## src/design/hbd_cfg.svh

```systemverilog
/*
  Register indices, field positions, reset values and the first limit code of the
  half-bridge driver control block.
  Assumes inclusion by bare name from design files; definitions only.
*/
`ifndef HBD_CFG_SVH
`define HBD_CFG_SVH

// register indices; byte address is four times the index
`define HBD_IDX_SWITCH_CMD   8'h01
`define HBD_IDX_CHOP_CTRL    8'h02
`define HBD_IDX_SYS_CTRL     8'h03
`define HBD_IDX_STATUS       8'h04

// switch command register: bit 2k low side, bit 2k+1 high side of leg k
`define HBD_SW_LS_OFS        0
`define HBD_SW_HS_OFS        1

// chop and limit control register
`define HBD_CTL_STAGGER_BIT  4
`define HBD_CTL_LIMIT_MSB    3
`define HBD_CTL_LIMIT_LSB    1
`define HBD_CTL_GAIN_BIT     0

// system control register
`define HBD_SYS_PSE_BIT      7
`define HBD_SYS_OTRE_BIT     6
`define HBD_SYS_DEAD_MSB     3
`define HBD_SYS_DEAD_LSB     0

// status register
`define HBD_ST_RECIRC_BIT    4
`define HBD_ST_LOW_BIT       3
`define HBD_ST_HIGH_BIT      2
`define HBD_ST_OC_BIT        1
`define HBD_ST_TEMP_BIT      0

// reset values
`define HBD_RST_SWITCH_CMD   8'h00
`define HBD_RST_LIMIT        3'h0
`define HBD_RST_DEAD         4'h4

// lowest limit code that enables limiting
`define HBD_LIMIT_FIRST_ON   3'h3

`endif

```

## src/design/hbd_pkg.sv

```systemverilog
/*
  Types shared by the half-bridge driver control modules.
  Assumes nothing of its surroundings.
*/
package hbd_pkg;
  typedef logic [7:0] hbd_reg_t;
  typedef logic [2:0] hbd_limit_t;
  typedef logic [3:0] hbd_dead_t;
  typedef enum logic [1:0] {
    HBD_LEG_OFF,
    HBD_LEG_HS,
    HBD_LEG_LS
  } hbd_leg_state_t;
endpackage

```

## src/design/hbd_leg_if.sv

```systemverilog
/*
  Link between the control top and one half-bridge leg.
  Assumes one instance per leg, joined inside the top.
*/
`timescale 1ns/100ps
`default_nettype none
interface hbd_leg_if;
  import hbd_pkg::*;
  logic      hs_allow;
  logic      ls_allow;
  logic      limit_hit;
  logic      rearm;
  hbd_dead_t dead;
  logic      hs_gate;
  logic      ls_gate;
  logic      cut;
  modport ctl (output hs_allow, ls_allow, limit_hit, rearm, dead,
               input  hs_gate, ls_gate, cut);
  modport leg (input  hs_allow, ls_allow, limit_hit, rearm, dead,
               output hs_gate, ls_gate, cut);
endinterface // hbd_leg_if
`default_nettype wire

```

## src/design/hbd_sync_edge.sv

```systemverilog
/*
  Two-flop synchroniser for a vector of pins, with edge pulses.
  Assumes inputs asynchronous to clock; edges come from the second stage.
*/
`timescale 1ns/100ps
`default_nettype none
module hbd_sync_edge #(
  parameter int W = 1
) (
  input  wire logic         clock,
  input  wire logic         rst,
  input  wire logic [W-1:0] d_async,
  output logic      [W-1:0] q,
  output logic      [W-1:0] rise,
  output logic      [W-1:0] fall
);
  logic [W-1:0] meta_q;
  logic [W-1:0] sync_q;
  logic [W-1:0] prev_q;

  always_ff @(posedge clock or posedge rst) begin
    if (rst) begin
      meta_q <= '0;
      sync_q <= '0;
      prev_q <= '0;
    end else begin
      meta_q <= d_async;
      sync_q <= meta_q;
      prev_q <= sync_q;
    end
  end

  assign q    = sync_q;
  assign rise = sync_q & ~prev_q;
  assign fall = ~sync_q & prev_q;
endmodule // hbd_sync_edge
`default_nettype wire

```

## src/design/hbd_leg.sv

```systemverilog
/*
  One half-bridge leg: dead-time interlock and low-side chop latch.
  Assumes allow terms already gated by enables and high-side priority.
*/
`timescale 1ns/100ps
`default_nettype none
module hbd_leg
  import hbd_pkg::*;
(
  input  wire logic clock,
  input  wire logic rst,
  hbd_leg_if.leg    lk
);
  hbd_leg_state_t state_q;
  hbd_dead_t      cnt_q;
  logic           cut_q;
  logic           want_ls;

  // set wins over re-arm while current stays above limit
  always_ff @(posedge clock or posedge rst) begin
    if (rst) begin
      cut_q <= 1'b0;
    end else if (lk.limit_hit) begin
      cut_q <= 1'b1;
    end else if (lk.rearm) begin
      cut_q <= 1'b0;
    end
  end

  assign want_ls = lk.ls_allow & ~cut_q;

  // a switch turns on only after both were off for the dead time
  always_ff @(posedge clock or posedge rst) begin
    if (rst) begin
      state_q <= HBD_LEG_OFF;
      cnt_q   <= '0;
    end else begin
      case (state_q)
        HBD_LEG_OFF: begin
          if (cnt_q != '0) begin
            cnt_q <= cnt_q - 4'h1;
          end else if (lk.hs_allow) begin
            state_q <= HBD_LEG_HS;
          end else if (want_ls) begin
            state_q <= HBD_LEG_LS;
          end
        end
        HBD_LEG_HS: begin
          if (!lk.hs_allow) begin
            state_q <= HBD_LEG_OFF;
            cnt_q   <= lk.dead;
          end
        end
        HBD_LEG_LS: begin
          if (!want_ls) begin
            state_q <= HBD_LEG_OFF;
            cnt_q   <= lk.dead;
          end
        end
        default: begin
          state_q <= HBD_LEG_OFF;
          cnt_q   <= lk.dead;
        end
      endcase
    end
  end

  assign lk.hs_gate = (state_q == HBD_LEG_HS);
  assign lk.ls_gate = (state_q == HBD_LEG_LS);
  assign lk.cut     = cut_q;
endmodule // hbd_leg
`default_nettype wire

```

## src/design/hbd_top.sv

```systemverilog
/*
  Half-bridge driver control: four legs, protection flags, chop
  re-arming and an AHB-Lite register slave.
  Assumes analog comparators and detectors on plain asynchronous pins,
  a single 20 MHz clock and an AHB-Lite master of single word transfers.
*/
// The implementer's own choice: the AHB-Lite register port.
//
// Operation
// - reset clears every switch command bit, all outputs off
// - no switch is driven unless the power-stage enable is set
// - both commands set: high side on, low side kept off
// - a switch turns on only once the other is confirmed off
// - each leg has read-write low and high command bits, 1 means on
// - low side over limit turns off, command bit unchanged
// - after a limit cut the low side returns at next chop rising edge
// - staggered mode: legs 1,2 re-arm on rising, 3,4 on falling edges
// - limit codes 0 to 2 mean no limit, 3 to 7 rising limits
// - sense gain bit 1 picks the 0.5 A range, 0 the 2.5 A range
// - recirculation indicator high while any leg freewheels
// - any high-side over-current turns off all high sides, sets flag
// - any low-side over-current turns off all low sides, sets flag
// - writing 1 to the over-current flag or reset clears it
// - low or high supply flag set keeps all outputs disabled
// - supply flags clear on write 1 or reset, stay while fault persists
// - over-temperature warning flag; enabled limit resets and disables
// - reset clears staggered enable, sense gain and limit select
// - power-stage enable gates all stages and resets to zero
// - writing 0 to the over-current flag has no effect
`timescale 1ns/100ps
`default_nettype none
`include "hbd_cfg.svh"
module hbd_top
  import hbd_pkg::*;
#(
  parameter int        LEGS      = 4,
  parameter hbd_dead_t DEAD_INIT = `HBD_RST_DEAD
) (
  input  wire logic            clock,
  input  wire logic            rst,
  input  wire logic            hsel,
  input  wire logic [31:0]     haddr,
  input  wire logic [1:0]      htrans,
  input  wire logic            hwrite,
  input  wire logic [2:0]      hsize,
  input  wire logic [31:0]     hwdata,
  input  wire logic            hready,
  output logic      [31:0]     hrdata,
  output logic                 hreadyout,
  output logic                 hresp,
  input  wire logic            chop_frequency_input,
  input  wire logic [LEGS-1:0] hs_overcurrent_in,
  input  wire logic [LEGS-1:0] ls_overcurrent_in,
  input  wire logic [LEGS-1:0] ls_over_limit_in,
  input  wire logic [LEGS-1:0] recirculation_in,
  input  wire logic            low_supply_in,
  input  wire logic            high_supply_in,
  input  wire logic            overtemp_warning_in,
  input  wire logic            overtemp_limit_in,
  output logic      [LEGS-1:0] hs_gate_on,
  output logic      [LEGS-1:0] ls_gate_on,
  output logic      [2:0]      current_limit_select,
  output logic                 sense_gain_select,
  output logic                 recirculation_indicator,
  output logic                 power_stage_enable,
  output logic                 overtemp_reset_request
);
  localparam int PW = 4 * LEGS + 4;

  // ---------------- pin synchronisers ----------------
  logic            chop_rise;
  logic            chop_fall;
  logic [PW-1:0]   pins_a;
  logic [PW-1:0]   pins_s;
  logic [LEGS-1:0] hs_oc_s;
  logic [LEGS-1:0] ls_oc_s;
  logic [LEGS-1:0] ls_lim_s;
  logic [LEGS-1:0] recirc_s;
  logic            low_s;
  logic            high_s;
  logic            temp_warn_s;
  logic            temp_lim_s;

  hbd_sync_edge #(.W(1)) u_chop_sync (
    .clock   (clock),
    .rst     (rst),
    .d_async (chop_frequency_input),
    .q       (),
    .rise    (chop_rise),
    .fall    (chop_fall)
  );

  assign pins_a = {hs_overcurrent_in, ls_overcurrent_in, ls_over_limit_in,
                   recirculation_in, low_supply_in, high_supply_in,
                   overtemp_warning_in, overtemp_limit_in};

  hbd_sync_edge #(.W(PW)) u_pin_sync (
    .clock   (clock),
    .rst     (rst),
    .d_async (pins_a),
    .q       (pins_s),
    .rise    (),
    .fall    ()
  );

  assign {hs_oc_s, ls_oc_s, ls_lim_s, recirc_s,
          low_s, high_s, temp_warn_s, temp_lim_s} = pins_s;

  // ---------------- AHB-Lite slave ----------------
  logic        ap_valid;
  logic        wr_pend_q;
  logic [31:0] waddr_q;
  logic [31:0] hrdata_q;

  // true when a word address selects the given register index
  function automatic logic is_reg(input logic [31:0] a,
                                  input logic [7:0]  idx);
    is_reg = (a[31:2] == {22'h000000, idx});
  endfunction

  assign ap_valid = hsel & htrans[1] & hready;

  always_ff @(posedge clock or posedge rst) begin
    if (rst) begin
      wr_pend_q <= 1'b0;
      waddr_q   <= 32'h00000000;
    end else begin
      wr_pend_q <= ap_valid & hwrite;
      if (ap_valid) begin
        waddr_q <= haddr;
      end
    end
  end

  logic wr_sw;
  logic wr_ctl;
  logic wr_sys;
  logic wr_st;

  assign wr_sw  = wr_pend_q & is_reg(waddr_q, `HBD_IDX_SWITCH_CMD);
  assign wr_ctl = wr_pend_q & is_reg(waddr_q, `HBD_IDX_CHOP_CTRL);
  assign wr_sys = wr_pend_q & is_reg(waddr_q, `HBD_IDX_SYS_CTRL);
  assign wr_st  = wr_pend_q & is_reg(waddr_q, `HBD_IDX_STATUS);

  assign hreadyout = 1'b1;
  assign hresp     = 1'b0;
  assign hrdata    = hrdata_q;

  // ---------------- control registers ----------------
  hbd_reg_t   sw_cmd_q;
  logic       stagger_q;
  hbd_limit_t limit_q;
  logic       gain_q;
  logic       pse_q;
  logic       otre_q;
  hbd_dead_t  dead_q;
  logic       ot_trip;

  assign ot_trip = otre_q & temp_lim_s;

  always_ff @(posedge clock or posedge rst) begin
    if (rst) begin
      sw_cmd_q <= `HBD_RST_SWITCH_CMD;
    end else if (ot_trip) begin
      sw_cmd_q <= `HBD_RST_SWITCH_CMD;
    end else if (wr_sw) begin
      sw_cmd_q <= hwdata[7:0];
    end
  end

  always_ff @(posedge clock or posedge rst) begin
    if (rst) begin
      stagger_q <= 1'b0;
      limit_q   <= `HBD_RST_LIMIT;
      gain_q    <= 1'b0;
    end else if (wr_ctl) begin
      stagger_q <= hwdata[`HBD_CTL_STAGGER_BIT];
      limit_q   <= hwdata[`HBD_CTL_LIMIT_MSB:`HBD_CTL_LIMIT_LSB];
      gain_q    <= hwdata[`HBD_CTL_GAIN_BIT];
    end
  end

  always_ff @(posedge clock or posedge rst) begin
    if (rst) begin
      pse_q <= 1'b0;
    end else if (ot_trip) begin
      pse_q <= 1'b0;
    end else if (wr_sys) begin
      pse_q <= hwdata[`HBD_SYS_PSE_BIT];
    end
  end

  always_ff @(posedge clock or posedge rst) begin
    if (rst) begin
      otre_q <= 1'b0;
      dead_q <= DEAD_INIT;
    end else if (wr_sys) begin
      otre_q <= hwdata[`HBD_SYS_OTRE_BIT];
      dead_q <= hwdata[`HBD_SYS_DEAD_MSB:`HBD_SYS_DEAD_LSB];
    end
  end

  // ---------------- protection flags ----------------
  // hardware set wins over a software clear in the same cycle
  logic hs_trip_q;
  logic ls_trip_q;
  logic low_q;
  logic high_q;
  logic temp_q;
  logic clr_oc;
  logic clr_low;
  logic clr_high;
  logic clr_temp;

  assign clr_oc   = wr_st & hwdata[`HBD_ST_OC_BIT];
  assign clr_low  = wr_st & hwdata[`HBD_ST_LOW_BIT];
  assign clr_high = wr_st & hwdata[`HBD_ST_HIGH_BIT];
  assign clr_temp = wr_st & hwdata[`HBD_ST_TEMP_BIT];

  always_ff @(posedge clock or posedge rst) begin
    if (rst) begin
      hs_trip_q <= 1'b0;
      ls_trip_q <= 1'b0;
    end else begin
      hs_trip_q <= (|hs_oc_s) | (hs_trip_q & ~clr_oc);
      ls_trip_q <= (|ls_oc_s) | (ls_trip_q & ~clr_oc);
    end
  end

  always_ff @(posedge clock or posedge rst) begin
    if (rst) begin
      low_q <= 1'b0;
    end else begin
      low_q <= low_s | (low_q & ~clr_low);
    end
  end

  always_ff @(posedge clock or posedge rst) begin
    if (rst) begin
      high_q <= 1'b0;
    end else begin
      high_q <= high_s | (high_q & ~clr_high);
    end
  end

  always_ff @(posedge clock or posedge rst) begin
    if (rst) begin
      temp_q <= 1'b0;
    end else begin
      temp_q <= temp_warn_s | (temp_q & ~clr_temp);
    end
  end

  always_ff @(posedge clock or posedge rst) begin
    if (rst) begin
      overtemp_reset_request <= 1'b0;
    end else begin
      overtemp_reset_request <= ot_trip;
    end
  end

  always_ff @(posedge clock or posedge rst) begin
    if (rst) begin
      recirculation_indicator <= 1'b0;
    end else begin
      recirculation_indicator <= |recirc_s;
    end
  end

  // ---------------- leg control ----------------
  logic enable;
  logic limit_on;

  assign enable   = pse_q & ~low_q & ~high_q & ~ot_trip;
  assign limit_on = (limit_q >= `HBD_LIMIT_FIRST_ON);

  hbd_leg_if leg_if [LEGS] ();

  for (genvar g = 0; g < LEGS; g++) begin : g_leg
    logic cmd_hs;
    logic cmd_ls;

    assign cmd_hs = sw_cmd_q[2 * g + `HBD_SW_HS_OFS];
    assign cmd_ls = sw_cmd_q[2 * g + `HBD_SW_LS_OFS];

    assign leg_if[g].hs_allow  = cmd_hs & enable & ~hs_trip_q;
    assign leg_if[g].ls_allow  = cmd_ls & ~cmd_hs & enable
                                 & ~ls_trip_q;
    assign leg_if[g].limit_hit = limit_on & ls_lim_s[g];
    assign leg_if[g].rearm     = (stagger_q && g >= LEGS / 2)
                                 ? chop_fall : chop_rise;
    assign leg_if[g].dead      = dead_q;

    hbd_leg u_leg (
      .clock (clock),
      .rst   (rst),
      .lk    (leg_if[g])
    );

    assign hs_gate_on[g] = leg_if[g].hs_gate;
    assign ls_gate_on[g] = leg_if[g].ls_gate;
  end

  assign current_limit_select = limit_q;
  assign sense_gain_select    = gain_q;
  assign power_stage_enable   = pse_q;

  // ---------------- read path ----------------
  function automatic hbd_reg_t read_reg(input logic [31:0] a);
    hbd_reg_t v;
    v = 8'h00;
    if (is_reg(a, `HBD_IDX_SWITCH_CMD)) begin
      v = sw_cmd_q;
    end else if (is_reg(a, `HBD_IDX_CHOP_CTRL)) begin
      v[`HBD_CTL_STAGGER_BIT]                    = stagger_q;
      v[`HBD_CTL_LIMIT_MSB:`HBD_CTL_LIMIT_LSB]   = limit_q;
      v[`HBD_CTL_GAIN_BIT]                       = gain_q;
    end else if (is_reg(a, `HBD_IDX_SYS_CTRL)) begin
      v[`HBD_SYS_PSE_BIT]                        = pse_q;
      v[`HBD_SYS_OTRE_BIT]                       = otre_q;
      v[`HBD_SYS_DEAD_MSB:`HBD_SYS_DEAD_LSB]     = dead_q;
    end else if (is_reg(a, `HBD_IDX_STATUS)) begin
      v[`HBD_ST_RECIRC_BIT] = recirculation_indicator;
      v[`HBD_ST_LOW_BIT]    = low_q;
      v[`HBD_ST_HIGH_BIT]   = high_q;
      v[`HBD_ST_OC_BIT]     = hs_trip_q | ls_trip_q;
      v[`HBD_ST_TEMP_BIT]   = temp_q;
    end
    read_reg = v;
  endfunction

  // read data is latched at the address phase and held for the data phase
  always_ff @(posedge clock or posedge rst) begin
    if (rst) begin
      hrdata_q <= 32'h00000000;
    end else if (ap_valid && !hwrite) begin
      hrdata_q <= {24'h000000, read_reg(haddr)};
    end
  end

endmodule // hbd_top
`default_nettype wire

```

## config.mk

```make
export PLATFORM = sky130hd
export DESIGN_NAME = hbd_top
export DESIGN_NICKNAME = d
export VERILOG_FILES = /design/src/design/hbd_pkg.sv /design/src/design/hbd_leg_if.sv /design/src/design/hbd_sync_edge.sv /design/src/design/hbd_leg.sv /design/src/design/hbd_top.sv
export VERILOG_INCLUDE_DIRS = /design/src /design/src/design
export SDC_FILE = /design/constraint.sdc
export NUM_CORES = 1
export LEC_CHECK = 0
export BUFFER_PORTS_ARGS = -buffer_cell sky130_fd_sc_hd__buf_2
export CAP_MARGIN = 5
export CORE_UTILIZATION = 40
export DETAILED_ROUTE_END_ITERATION = 7
export SYNTH_ARGS = -nofsm -noshare
export SYNTH_HDL_FRONTEND = slang
export SYNTH_HIERARCHICAL = 1
export SYNTH_SLANG_ARGS = --single-unit
```

## constraint.sdc

```tcl
create_clock -name clock -period 3.9 [get_ports clock]
set_clock_uncertainty 0.15 [all_clocks]
set_input_delay 0.39 -clock clock [delete_from_list [all_inputs] [get_ports clock]]
set_output_delay 0.39 -clock clock [all_outputs]
set_load 0.03 [all_outputs]
```

==> out/results.txt, run 1 <==
Initial DRC count - 231
CP Cell Sequence - nand2_1 > nand2_1 > or4_1 > nor3b_1 > nand4bb_1 > and2_1 > a221o_1
Vias in the first global route - 4186
Num CTS Buffers - 17
Slew margin rel. - 32.9%
Cell Int Power - 0.00264 W
NetSw - 0.000803 W
Sw Ratio - 23.3%
PwrDens - 463 nW/µm²
Remaining antenna violation count - 0
Ys Warns - 6
Worst IR drop on VDD - 268 µV
Clock share of power - 47.1%
Final hold vios - 0
Worst EP arrival - 2.85 ns
Die Span X - 127 µm
Grt ovf - 0
Critical Path Most Common Cell - nand2_1
First-pass GRT wire length - 21100 µm
Syn Inst Count - 524
Clock Latency Late Sink - 0.42 ns
Logic pwr share - 7.5%
Gp weighted congestion - 0.793
CP endpoint kind - flip-flop
Rows - 45
Pre-CTS setup slack - 1.29 ns
HP Start - hwdata[0]
Period utilisation layout - 69.4%
# fillers - 1385
Design Power - 0.00344 W
Mapped cell area - 6240 µm²
Num Clock Sinks - 136
Area of the die - 16100 µm²
Post-Syn Area per Cell - 11.9 µm²
Avg Vias per Cell - 5.06
Max Fclk - 370 MHz
Most frequent cells in the layout - dfrtp_1, buf_2, mux2_2
Slew at the pin closest to its max-slew limit - 1.01 ns
Setup TNS after final layout - 0 ns
Wire per inst - 15.5 µm
Flop pwr share - 45.4%
Status - finished, final reports clean
P_leak - 3.40 nW
Final instance area - 7430 µm²
CP max FO - 5
Final nets - 725
Min cycle time layout - 2.71 ns
DRT Pass-1 Iters - 4
Startpoint types - flip-flop
Setup Viol. Count Final - 0
Die height - 127 µm
Final Non-Filler Cells - 827
RSZ-0062 raised after global routing - no
Clk root buf - clkbuf_16
Post_cts resized - 0
H-tree depth - 4
Setup crit start - otre_q
Clk pin slew, worst setup/hold paths - 0.06 ns
CTS tree - done
Longest Clk Path Bufs - 2
Slowest CP cell - or4_1
Share of cells above drive strength 1 - 29.9%
Commonest non-fill, non-tap cell in the layout - dfrtp_1
Critical path data required time - 4.04 ns
Post-CTS Setup Repair Bufs - 0
Max-slew violation count - 0
Initial core utilization - 41.0%
DRC - 0
Core area - 15200 µm²
Worst Hold Class - in -> reg
Max-cap violations - 0
Largest net degree at the start of global routing - 49
Routed WL - 12800 µm
Post-DP Area - 6610 µm²
Total GRT Usage - 17.3%
Placed cells - 773
HPWL Detailed - 9250 µm
Crit-path max cell delay - 0.52 ns
Reg-to-reg startpoint - otre_q
Via count - 4181
Antenna diodes - 0
WS Path Type - reg -> reg
IO Count - 144
Initial antenna violation count - 0
Synth-to-Final Area Change - 19.1%
# port buffers - 87
Final WS setup - 1.19 ns
# hold bufs at CTS - 22
state kept, by name, indices dropped and copies added (netlist names), 3 cells and up:
register and count:
g_leg.u_leg/lk.cut 4, u_pin_sync/q 20, waddr_q 30, g_leg.u_leg/state_q 8, dead_q 4, g_leg.u_leg/cnt_q 16
hrdata 8, sw_cmd_q 8, u_pin_sync/meta_q 20, current_limit_select 3
layer usage:
layer | GRT usage [%] | part of all wire, % | vias to the layer above
met5 | 0 | 0 | -
met4 | 7.14 | 2.1 | 0
met3 | 4.72 | 4.7 | 21
met2 | 28.3 | 49 | 119
met1 | 21.5 | 44 | 2024
li1 | - | - | 2017
stage by stage:
stage / utilization [%] / hold WS, ns
after floorplan: - / -0.00636
after global placement: 43.4 / 0.185
after detailed placement: 43.4 / 0.185
after CTS: 48.9 / 0.0499
after global routing: 48.9 / 0.0606
final: 48.9 / 0.0647
critical path: cells and delay by family (launching register included):
| family | cells | cell delay [ns] |
|---|---|---|
| AO/OA/AOI/OAI | 1 | 0.33 |
| AND/OR/NAND/NOR | 6 | 1.70 |
| flip-flops | 1 | 0.39 |
power groups by stage:
stage | combinational, W | clock (W) | sequential, W
2_1_floorplan | 0.000185 | 0 | 0.00157
3_3_place_gp | 0.000237 | 0 | 0.00158
3_5_place_dp | 0.000245 | 0 | 0.00159
4_1_cts | 0.000262 | 0.00166 | 0.00156
5_1_grt | 0.000287 | 0.00172 | 0.00157
6_report | 0.000258 | 0.00162 | 0.00156
layout make-up:
class	instances	area [µm²]	area share [%]
Timing Repair Buffer	114	693	9.33
Inverter	29	109	1.47
Sequential cell	136	3400	45.8
Tap cell	188	235	3.17
Clock buffer	19	433	5.83
Multi-Input combinational cell	328	2380	32.1
Clock inverter	13	171	2.31
worst paths after layout:
path                            slack (ns)                       to  cells after the start
max in group asynchronous             2.10                hrdata[0]                      4
worst min-delay path                  0.06                   temp_q                      2
min in group asynchronous             0.31            u_chop_sync/q                      3
worst min register to register        0.20         u_pin_sync/q[10]                      0
worst max register to register        1.19  g_leg[2].u_leg/cnt_q[0]                      7
worst max-delay path                  1.19  g_leg[2].u_leg/cnt_q[0]                      7
(Power assumes the default switching activity.)
==> run 2, diff against run 1 <==
--- a/config.mk
+++ b/config.mk
@@ -6,6 +6,7 @@
 export SDC_FILE = /design/constraint.sdc
 export NUM_CORES = 1
 export LEC_CHECK = 0
+export ABC_AREA = 1
 export BUFFER_PORTS_ARGS = -buffer_cell sky130_fd_sc_hd__buf_2
 export CAP_MARGIN = 5
 export CORE_UTILIZATION = 40
==> constraint.sdc (replaced) <==
create_clock -name clock -period 2.81 [get_ports clock]
set_clock_uncertainty 0.15 [all_clocks]
set_input_delay 0.281 -clock clock [delete_from_list [all_inputs] [get_ports clock]]
set_output_delay 0.281 -clock clock [all_outputs]
set_load 0.03 [all_outputs]
==> run 2 against run 1 <==
  * Maximum frequency grew 33%
  * Total power rose by 72%
  * Synthesized cell count is 48% higher
  * Global-route usage grew 1.0 points
  * Count of clock-buffer cells in the layout grew 3
  * Via count increased by 22%
  * Cell area rose by 10%
  * Critical path depth up 4
  * Flip-flop and latch count is the same
  * Critical path type unchanged
  * Critical endpoint is now g_leg[0].u_leg/cnt_q[0]
==> out/results.txt, run 2 <==
DRT Pass-1 Iters - 4 (unchanged)
Num CTS Buffers - 17 (unchanged)
Clock Latency Late Sink - 0.41 ns (about the same)
Gp weighted congestion - 0.848 (+7.0%)
Initial antenna violation count - 0 (unchanged)
Startpoint types - flip-flop
Num Clock Sinks - 136 (unchanged)
Vias in the first global route - 4821 (+15%)
Slew at the pin closest to its max-slew limit - 0.519 ns (-0.487 ns)
Max Fclk - 491 MHz (+33%)
Worst EP arrival - 2.18 ns (-0.67 ns)
Final hold vios - 0 (unchanged)
Routed WL - 13800 µm (+7.7%)
Avg Vias per Cell - 4.46 (-12%)
Max reg flops - 30 (unchanged)
# fillers - 1508 (+8.9%)
Final nets - 1015 (+40%)
Status - finished, final reports clean
Slew margin rel. - 65.2% (+32 points)
Reg-to-reg startpoint - low_q
Worst Hold Depth - 3 (+1)
Initial core utilization - 40.9% (-0.16 points)
Mapped cell area - 6490 µm² (+4.1%)
HP Start - haddr[22]
CTS tree - done
H-tree depth - 4 (unchanged)
Via count - 5106 (+22%)
Ys Warns - 6 (unchanged)
Slowest CP cell - dfrtp_1
Met1 usage - 24.0% (+2.5 points)
HPWL Detailed - 9970 µm (+7.7%)
Max-slew violation count - 0 (unchanged)
Antenna diodes - 0 (unchanged)
PwrDens - 720 nW/µm² (+56%)
Reg-to-reg critical path endpoint - g_leg[0].u_leg/cnt_q[0]
Longest Clk Path Bufs - 2 (unchanged)
Placed cells - 1065 (+38%)
Wire per inst - 12.0 µm (-22%)
Die height - 129 µm (+2.0%)
Largest net degree at the start of global routing - 58 (+18%)
Remaining antenna violation count - 0 (unchanged)
Min cycle time layout - 2.04 ns (-0.669 ns)
Gr busiest metal - met2
Final instance area - 8210 µm² (+10%)
Core area - 15900 µm² (+4.5%)
Worst Hold Class - in -> reg
Post-Syn Area per Cell - 8.40 µm² (-29%)
Grt ovf - 0 (unchanged)
Total GRT Usage - 18.3% (+1.0 points)
Post_cts resized - 0 (unchanged)
First-pass GRT wire length - 23300 µm (+10%)
P_leak - 4.32 nW (+27%)
# port buffers - 87 (unchanged)
Max-cap violations - 0 (unchanged)
IO Count - 144 (unchanged)
Met2 usage in global routing - 30.1% (+1.8 points)
Crit-path max cell delay - 0.41 ns (-0.11 ns)
Initial DRC count - 332 (+44%)
Setup TNS after final layout - 0 ns (unchanged)
Synth-to-Final Area Change - 26.4%
WHS Endpoint - waddr_q[22]
CP endpoint kind - flip-flop
Period utilisation layout - 72.5% (+3.1 points)
Die Span X - 129 µm (+2.0%)
Clk root buf - clkbuf_16
Reg with most FFs - waddr_q
R2R Setup Slk - 0.77 ns (-0.42 ns)
Final Non-Filler Cells - 1145 (+38%)
WS Path Type - reg -> reg
Design Power - 0.00591 W (+72%)
DRC - 0 (unchanged)
Critical path data required time - 2.95 ns (-1.09 ns)
Path depth of the worst reg2reg path - 11 (+4)
Area of the die - 16700 µm² (+4.0%)
Setup Viol. Count Final - 0 (unchanged)
Met3 Resource Use GR - 3.67% (-1.0 points)
Commonest non-fill, non-tap cell in the layout - nand2_1
RSZ-0062 raised after global routing - no
Clk pin slew, worst setup/hold paths - 0.06 ns (about the same)
Syn Inst Count - 773 (+48%)
Share of cells above drive strength 1 - 20.0% (-9.9 points)
CP Cell Sequence - nor2_1 > and3_1 > nand2_1 > nor3b_1 > inv_1 > nor2_1 > nand2_2 > nand2_2 > nor2_4 > nand2_1 > o21ai_1
Worst IR drop on VDD - 421 µV (+57%)
Most frequent cells in the layout - nand2_1, dfrtp_1, inv_1
Post-DP Area - 7060 µm² (+7.0%)
CP max FO - 5 (unchanged)
Post-CTS Setup Repair Bufs - 0 (unchanged)
Rows - 46 (+2.2%)
## run 2: how the worst max path moves through the flow
stage | slack [ns] | startpoint | to | depth (start not counted)
detailed placement | 0.81 | low_q | g_leg[0].u_leg/cnt_q[0] | 11
global route | 0.62 | low_q | g_leg[1].u_leg/cnt_q[1] | 11
CTS | 0.79 | low_q | g_leg[0].u_leg/cnt_q[0] | 11
floorplan | 0.75 | rst | current_limit_select[0] | 1
global placement | 0.83 | low_q | g_leg[0].u_leg/cnt_q[0] | 11
finish | 0.77 | low_q | g_leg[0].u_leg/cnt_q[0] | 11
## run 2: repair_timing
item | CTS | global route
endpoints found under the hold margin | 90 | 0
setup endpoints to repair | 0 | 0
hold buffers | 48 | 0
## run 2: metal layers
metal  up-vias  wire [µm]  part of all wire (%)
li1       2654          -                     -
met1      2359       6490                    47
met2        88       6780                    49
met3         5        473                   3.4
met4         0         51                  0.37
met5         -          0                     0
## run 2: power by group
part / switching, W / internal (W)
Clock: 0.000827 / 0.00165
Sequential: 0.000143 / 0.00220
Combinational: 0.000650 / 0.000443
## run 2: cell type report
type | instances | area, µm² | share of cell area [%]
flip-flops and latches | 136 | 3400 | 41.5
multi-input cells | 508 | 2460 | 29.9
repair buffers | 143 | 988 | 12.0
clock buffers | 22 | 474 | 5.78
inverters | 110 | 423 | 5.15
well taps | 216 | 270 | 3.29
clock inverters | 10 | 190 | 2.32
## run 2: worst max-delay path: cells and delay by family, from the launching register on
kind | cells | cell delay, ns
simple gates | 9 | 1.21
flops | 1 | 0.41
compound gates | 1 | 0.06
buf+inv | 1 | 0.07
## run 2: through the flow
| step | util (%) | setup WS [ns] | hold slack (ns) |
|---|---|---|---|
| after detailed placement | 44.5 | 0.813 | 0.103 |
| after global routing | 51.7 | 0.617 | 0.00501 |
| after floorplan | - | 0.754 | -0.115 |
| final | 51.7 | 0.774 | 0.0129 |
| after CTS | 51.7 | 0.790 | 0.00362 |
| after global placement | 44.5 | 0.831 | 0.0939 |
==> run 3, diff against run 2 <==
--- a/config.mk
+++ b/config.mk
@@ -6,7 +6,7 @@
 export SDC_FILE = /design/constraint.sdc
 export NUM_CORES = 1
 export LEC_CHECK = 0
-export ABC_AREA = 1
+export ABC_AREA = 0
 export BUFFER_PORTS_ARGS = -buffer_cell sky130_fd_sc_hd__buf_2
 export CAP_MARGIN = 5
 export CORE_UTILIZATION = 40
==> constraint.sdc (replaced) <==
create_clock -name clock -period 2.1 [get_ports clock]
set_clock_uncertainty 0.15 [all_clocks]
set_input_delay 0.21 -clock clock [delete_from_list [all_inputs] [get_ports clock]]
set_output_delay 0.21 -clock clock [all_outputs]
set_load 0.03 [all_outputs]
==> run 3 against run 2 <==
  * The run now ends with negative setup slack left
  * Worst setup slack got worse by 1.0 ns
  * First-iteration DRC count is 25% lower
  * Global-route usage up 1.3 points
  * Total power is 9.6% higher
  * Sequential power rose by 24%
  * Cell count fell by 22%
  * Combinational power down 45%
  * Critical path type unchanged
  * Largest cell class unchanged
  * Largest power group unchanged
  * Highest routed layer unchanged
==> out/results.txt, run 3 (synthesis gave the netlist of run 1 again) <==
Grt ovf - 0 (unchanged)
Violated checks - negative setup slack
Via count - 4539 (-11%)
Worst setup path endpoint - stagger_q
Area of the die - 16100 µm² (-3.9%)
Status - finished, violations left
Worst Hold Class - in -> async
HPWL Detailed - 9860 µm (-1.0%)
WS Path Type - reg -> reg
Max Fclk - 423 MHz (-14%)
Most frequent cells in the layout - dfrtp_1, buf_2, dlygate4sd3_1
Wire per inst - 16.0 µm (+33%)
Sequential cell area - 3410 µm² (about the same)
Gp weighted congestion - 0.797 (-6.0%)
CP top delay family - simple AND/OR/NAND/NOR gates
Rows - 45 (-2.2%)
Period utilisation layout - 113% (+40 points)
Min cycle time layout - 2.36 ns (+0.328 ns)
Antenna diodes - 0 (unchanged)
DRT Pass-1 Iters - 4 (unchanged)
Clk pin slew, worst setup/hold paths - 0.06 ns (about the same)
DRC - 0 (unchanged)
Setup Viol. Count Final - 15 (+15)
Post-layout util - 53.5% (+1.8 points)
Commonest non-fill, non-tap cell in the layout - dfrtp_1
Final hold vios - 0 (unchanged)
RSZ-0062 raised after global routing - yes
Clock Latency Late Sink - 0.42 ns (about the same)
Setup crit start - waddr_q[24]
Max-cap violations - 0 (unchanged)
Num Clock Sinks - 136 (unchanged)
Worst EP arrival - 2.52 ns (+0.34 ns)
Reg with most FFs - waddr_q
Initial core utilization - 41.0% (+0.16 points)
Design Power - 0.00648 W (+9.6%)
H-tree depth - 4 (unchanged)
Core area - 15200 µm² (-4.3%)
Worst IR drop on VDD - 694 µV (+65%)
Routed WL - 14300 µm (+3.8%)
CTS tree - done
Final nets - 793 (-22%)
Die height - 127 µm (-2.0%)
Startpoint types - flip-flop
R2R Setup Slk - -0.26 ns (-1.04 ns)
IO Count - 144 (unchanged)
Clk root buf - clkbuf_16
Initial DRC count - 248 (-25%)
P_leak - 3.74 nW (-13%)
Reg-to-reg startpoint - waddr_q[24]
Vias in the first global route - 4783 (-0.79%)
CP endpoint kind - flip-flop
Setup TNS after final layout - -2.00 ns (-2.00 ns)
Max reg flops - 30 (unchanged)
Num CTS Buffers - 17 (unchanged)
Synth-to-Final Area Change - 30.4%
Initial antenna violation count - 0 (unchanged)
Slowest CP cell - or4_4
Total GRT Usage - 19.5% (+1.3 points)
Remaining antenna violation count - 0 (unchanged)
Reg-to-reg critical path endpoint - stagger_q
Share of cells above drive strength 1 - 34.1% (+14 points)
CP Cell Sequence - or4_4 > or4b_1 > or3_4 > mux2_4
Max-slew violation count - 0 (unchanged)
# port buffers - 87 (unchanged)
CP max FO - 5 (unchanged)
# fillers - 1307 (-13%)
First-pass GRT wire length - 23800 µm (+2.3%)
Longest Clk Path Bufs - 2 (unchanged)
Buf+Inv Stages, Crit Path - 0 (-1)
Largest net degree at the start of global routing - 66 (+14%)
Path depth of the worst reg2reg path - 4 (-7)
Die Span X - 127 µm (-2.0%)
Crit-path max cell delay - 0.54 ns (+0.13 ns)
Critical path data required time - 2.26 ns (-0.69 ns)
Final WS setup - -0.264 ns (-1.04 ns)
Area of the multi-input gates - 2480 µm² (+0.76%)
Levels on crit path - 4 (-7)
Avg Vias per Cell - 5.07 (+14%)
PwrDens - 796 nW/µm² (+11%)
[run 3: cell types whose count changed in the layout (fill, tap and decap cells not counted), moves of 11 or more]
cell           before  now
nand2_1           208   31
inv_1              95   28
nor2_1             73   15
nand3_1            53    4
mux2_2              1   41
buf_4               7   34
o21ai_1            26    0
o21ai_0            32    7
nor2_4             14    0
dlygate4sd3_1      48   60
o211ai_1            0   12
nor4_1              3   14
[run 3: what timing repair did]
item,in CTS,in global routing
gates cloned,0,0
setup endpoints to repair,17,37
hold buffers,60,0
pin swaps,7,7
buffers inserted,1,2
endpoints found under the hold margin,211,0
resized for setup,13,1
[run 3: where the power goes]
group,switching [W],internal (W),total (W)
sequential,0.000117,0.00279,0.00291
combinational,0.000286,0.000312,0.000598
clock,0.00126,0.00171,0.00297
[run 3: worst min path at each step]
| stage | from | cells past startpoint | endpoint | slack [ns] |
|---|---|---|---|---|
| 2_1_floorplan | rst | 1 | u_chop_sync/meta_q | -0.19 |
| 3_3_place_gp | rst | 2 | u_chop_sync/q | 0.005 |
| 3_5_place_dp | rst | 2 | u_chop_sync/q | 0.01 |
| 5_1_grt | haddr[3] | 2 | waddr_q[3] | 0.15 |
| 6_report | rst | 3 | u_chop_sync/prev_q | 0.12 |
| 4_1_cts | rst | 3 | u_chop_sync/prev_q | 0.12 |
[run 3: worst reg2reg max path, stage by stage, from the launching register on]
cell and delay (ns):
dfrtp_1 0.37, or4_4 0.54, or4b_1 0.47, or3_4 0.40
mux2_4 0.32
[run 3: cell type report]
cell class | count | share of cell area [%]
clock inverters | 14 | 1.92
flip-flops and latches | 136 | 41.9
multi-input cells | 328 | 30.5
inverters | 29 | 1.34
well taps | 188 | 2.89
repair buffers | 182 | 16.1
clock buffers | 18 | 5.40
[run 3: routing by layer]
metal | track usage [%] | wire length [µm] | vias up
li1 | - | - | 2160
met1 | 24.1 | 6330 | 2234
met2 | 32.5 | 7160 | 118
met3 | 4.98 | 506 | 27
met4 | 8.47 | 323 | 0
met5 | 0 | 0 | -
[run 3: through the flow]
stage                     instances  instance area, µm²  hold slack, ns  setup slack (ns)
final                           895                8130           0.123            -0.264
after global routing            895                8130           0.154            -0.329
after CTS                       893                8110           0.118            -0.266
after detailed placement        800                6850          0.0114            -0.363
after global placement          800                6850         0.00528            -0.325
after floorplan                 548                6360          -0.186            -0.261
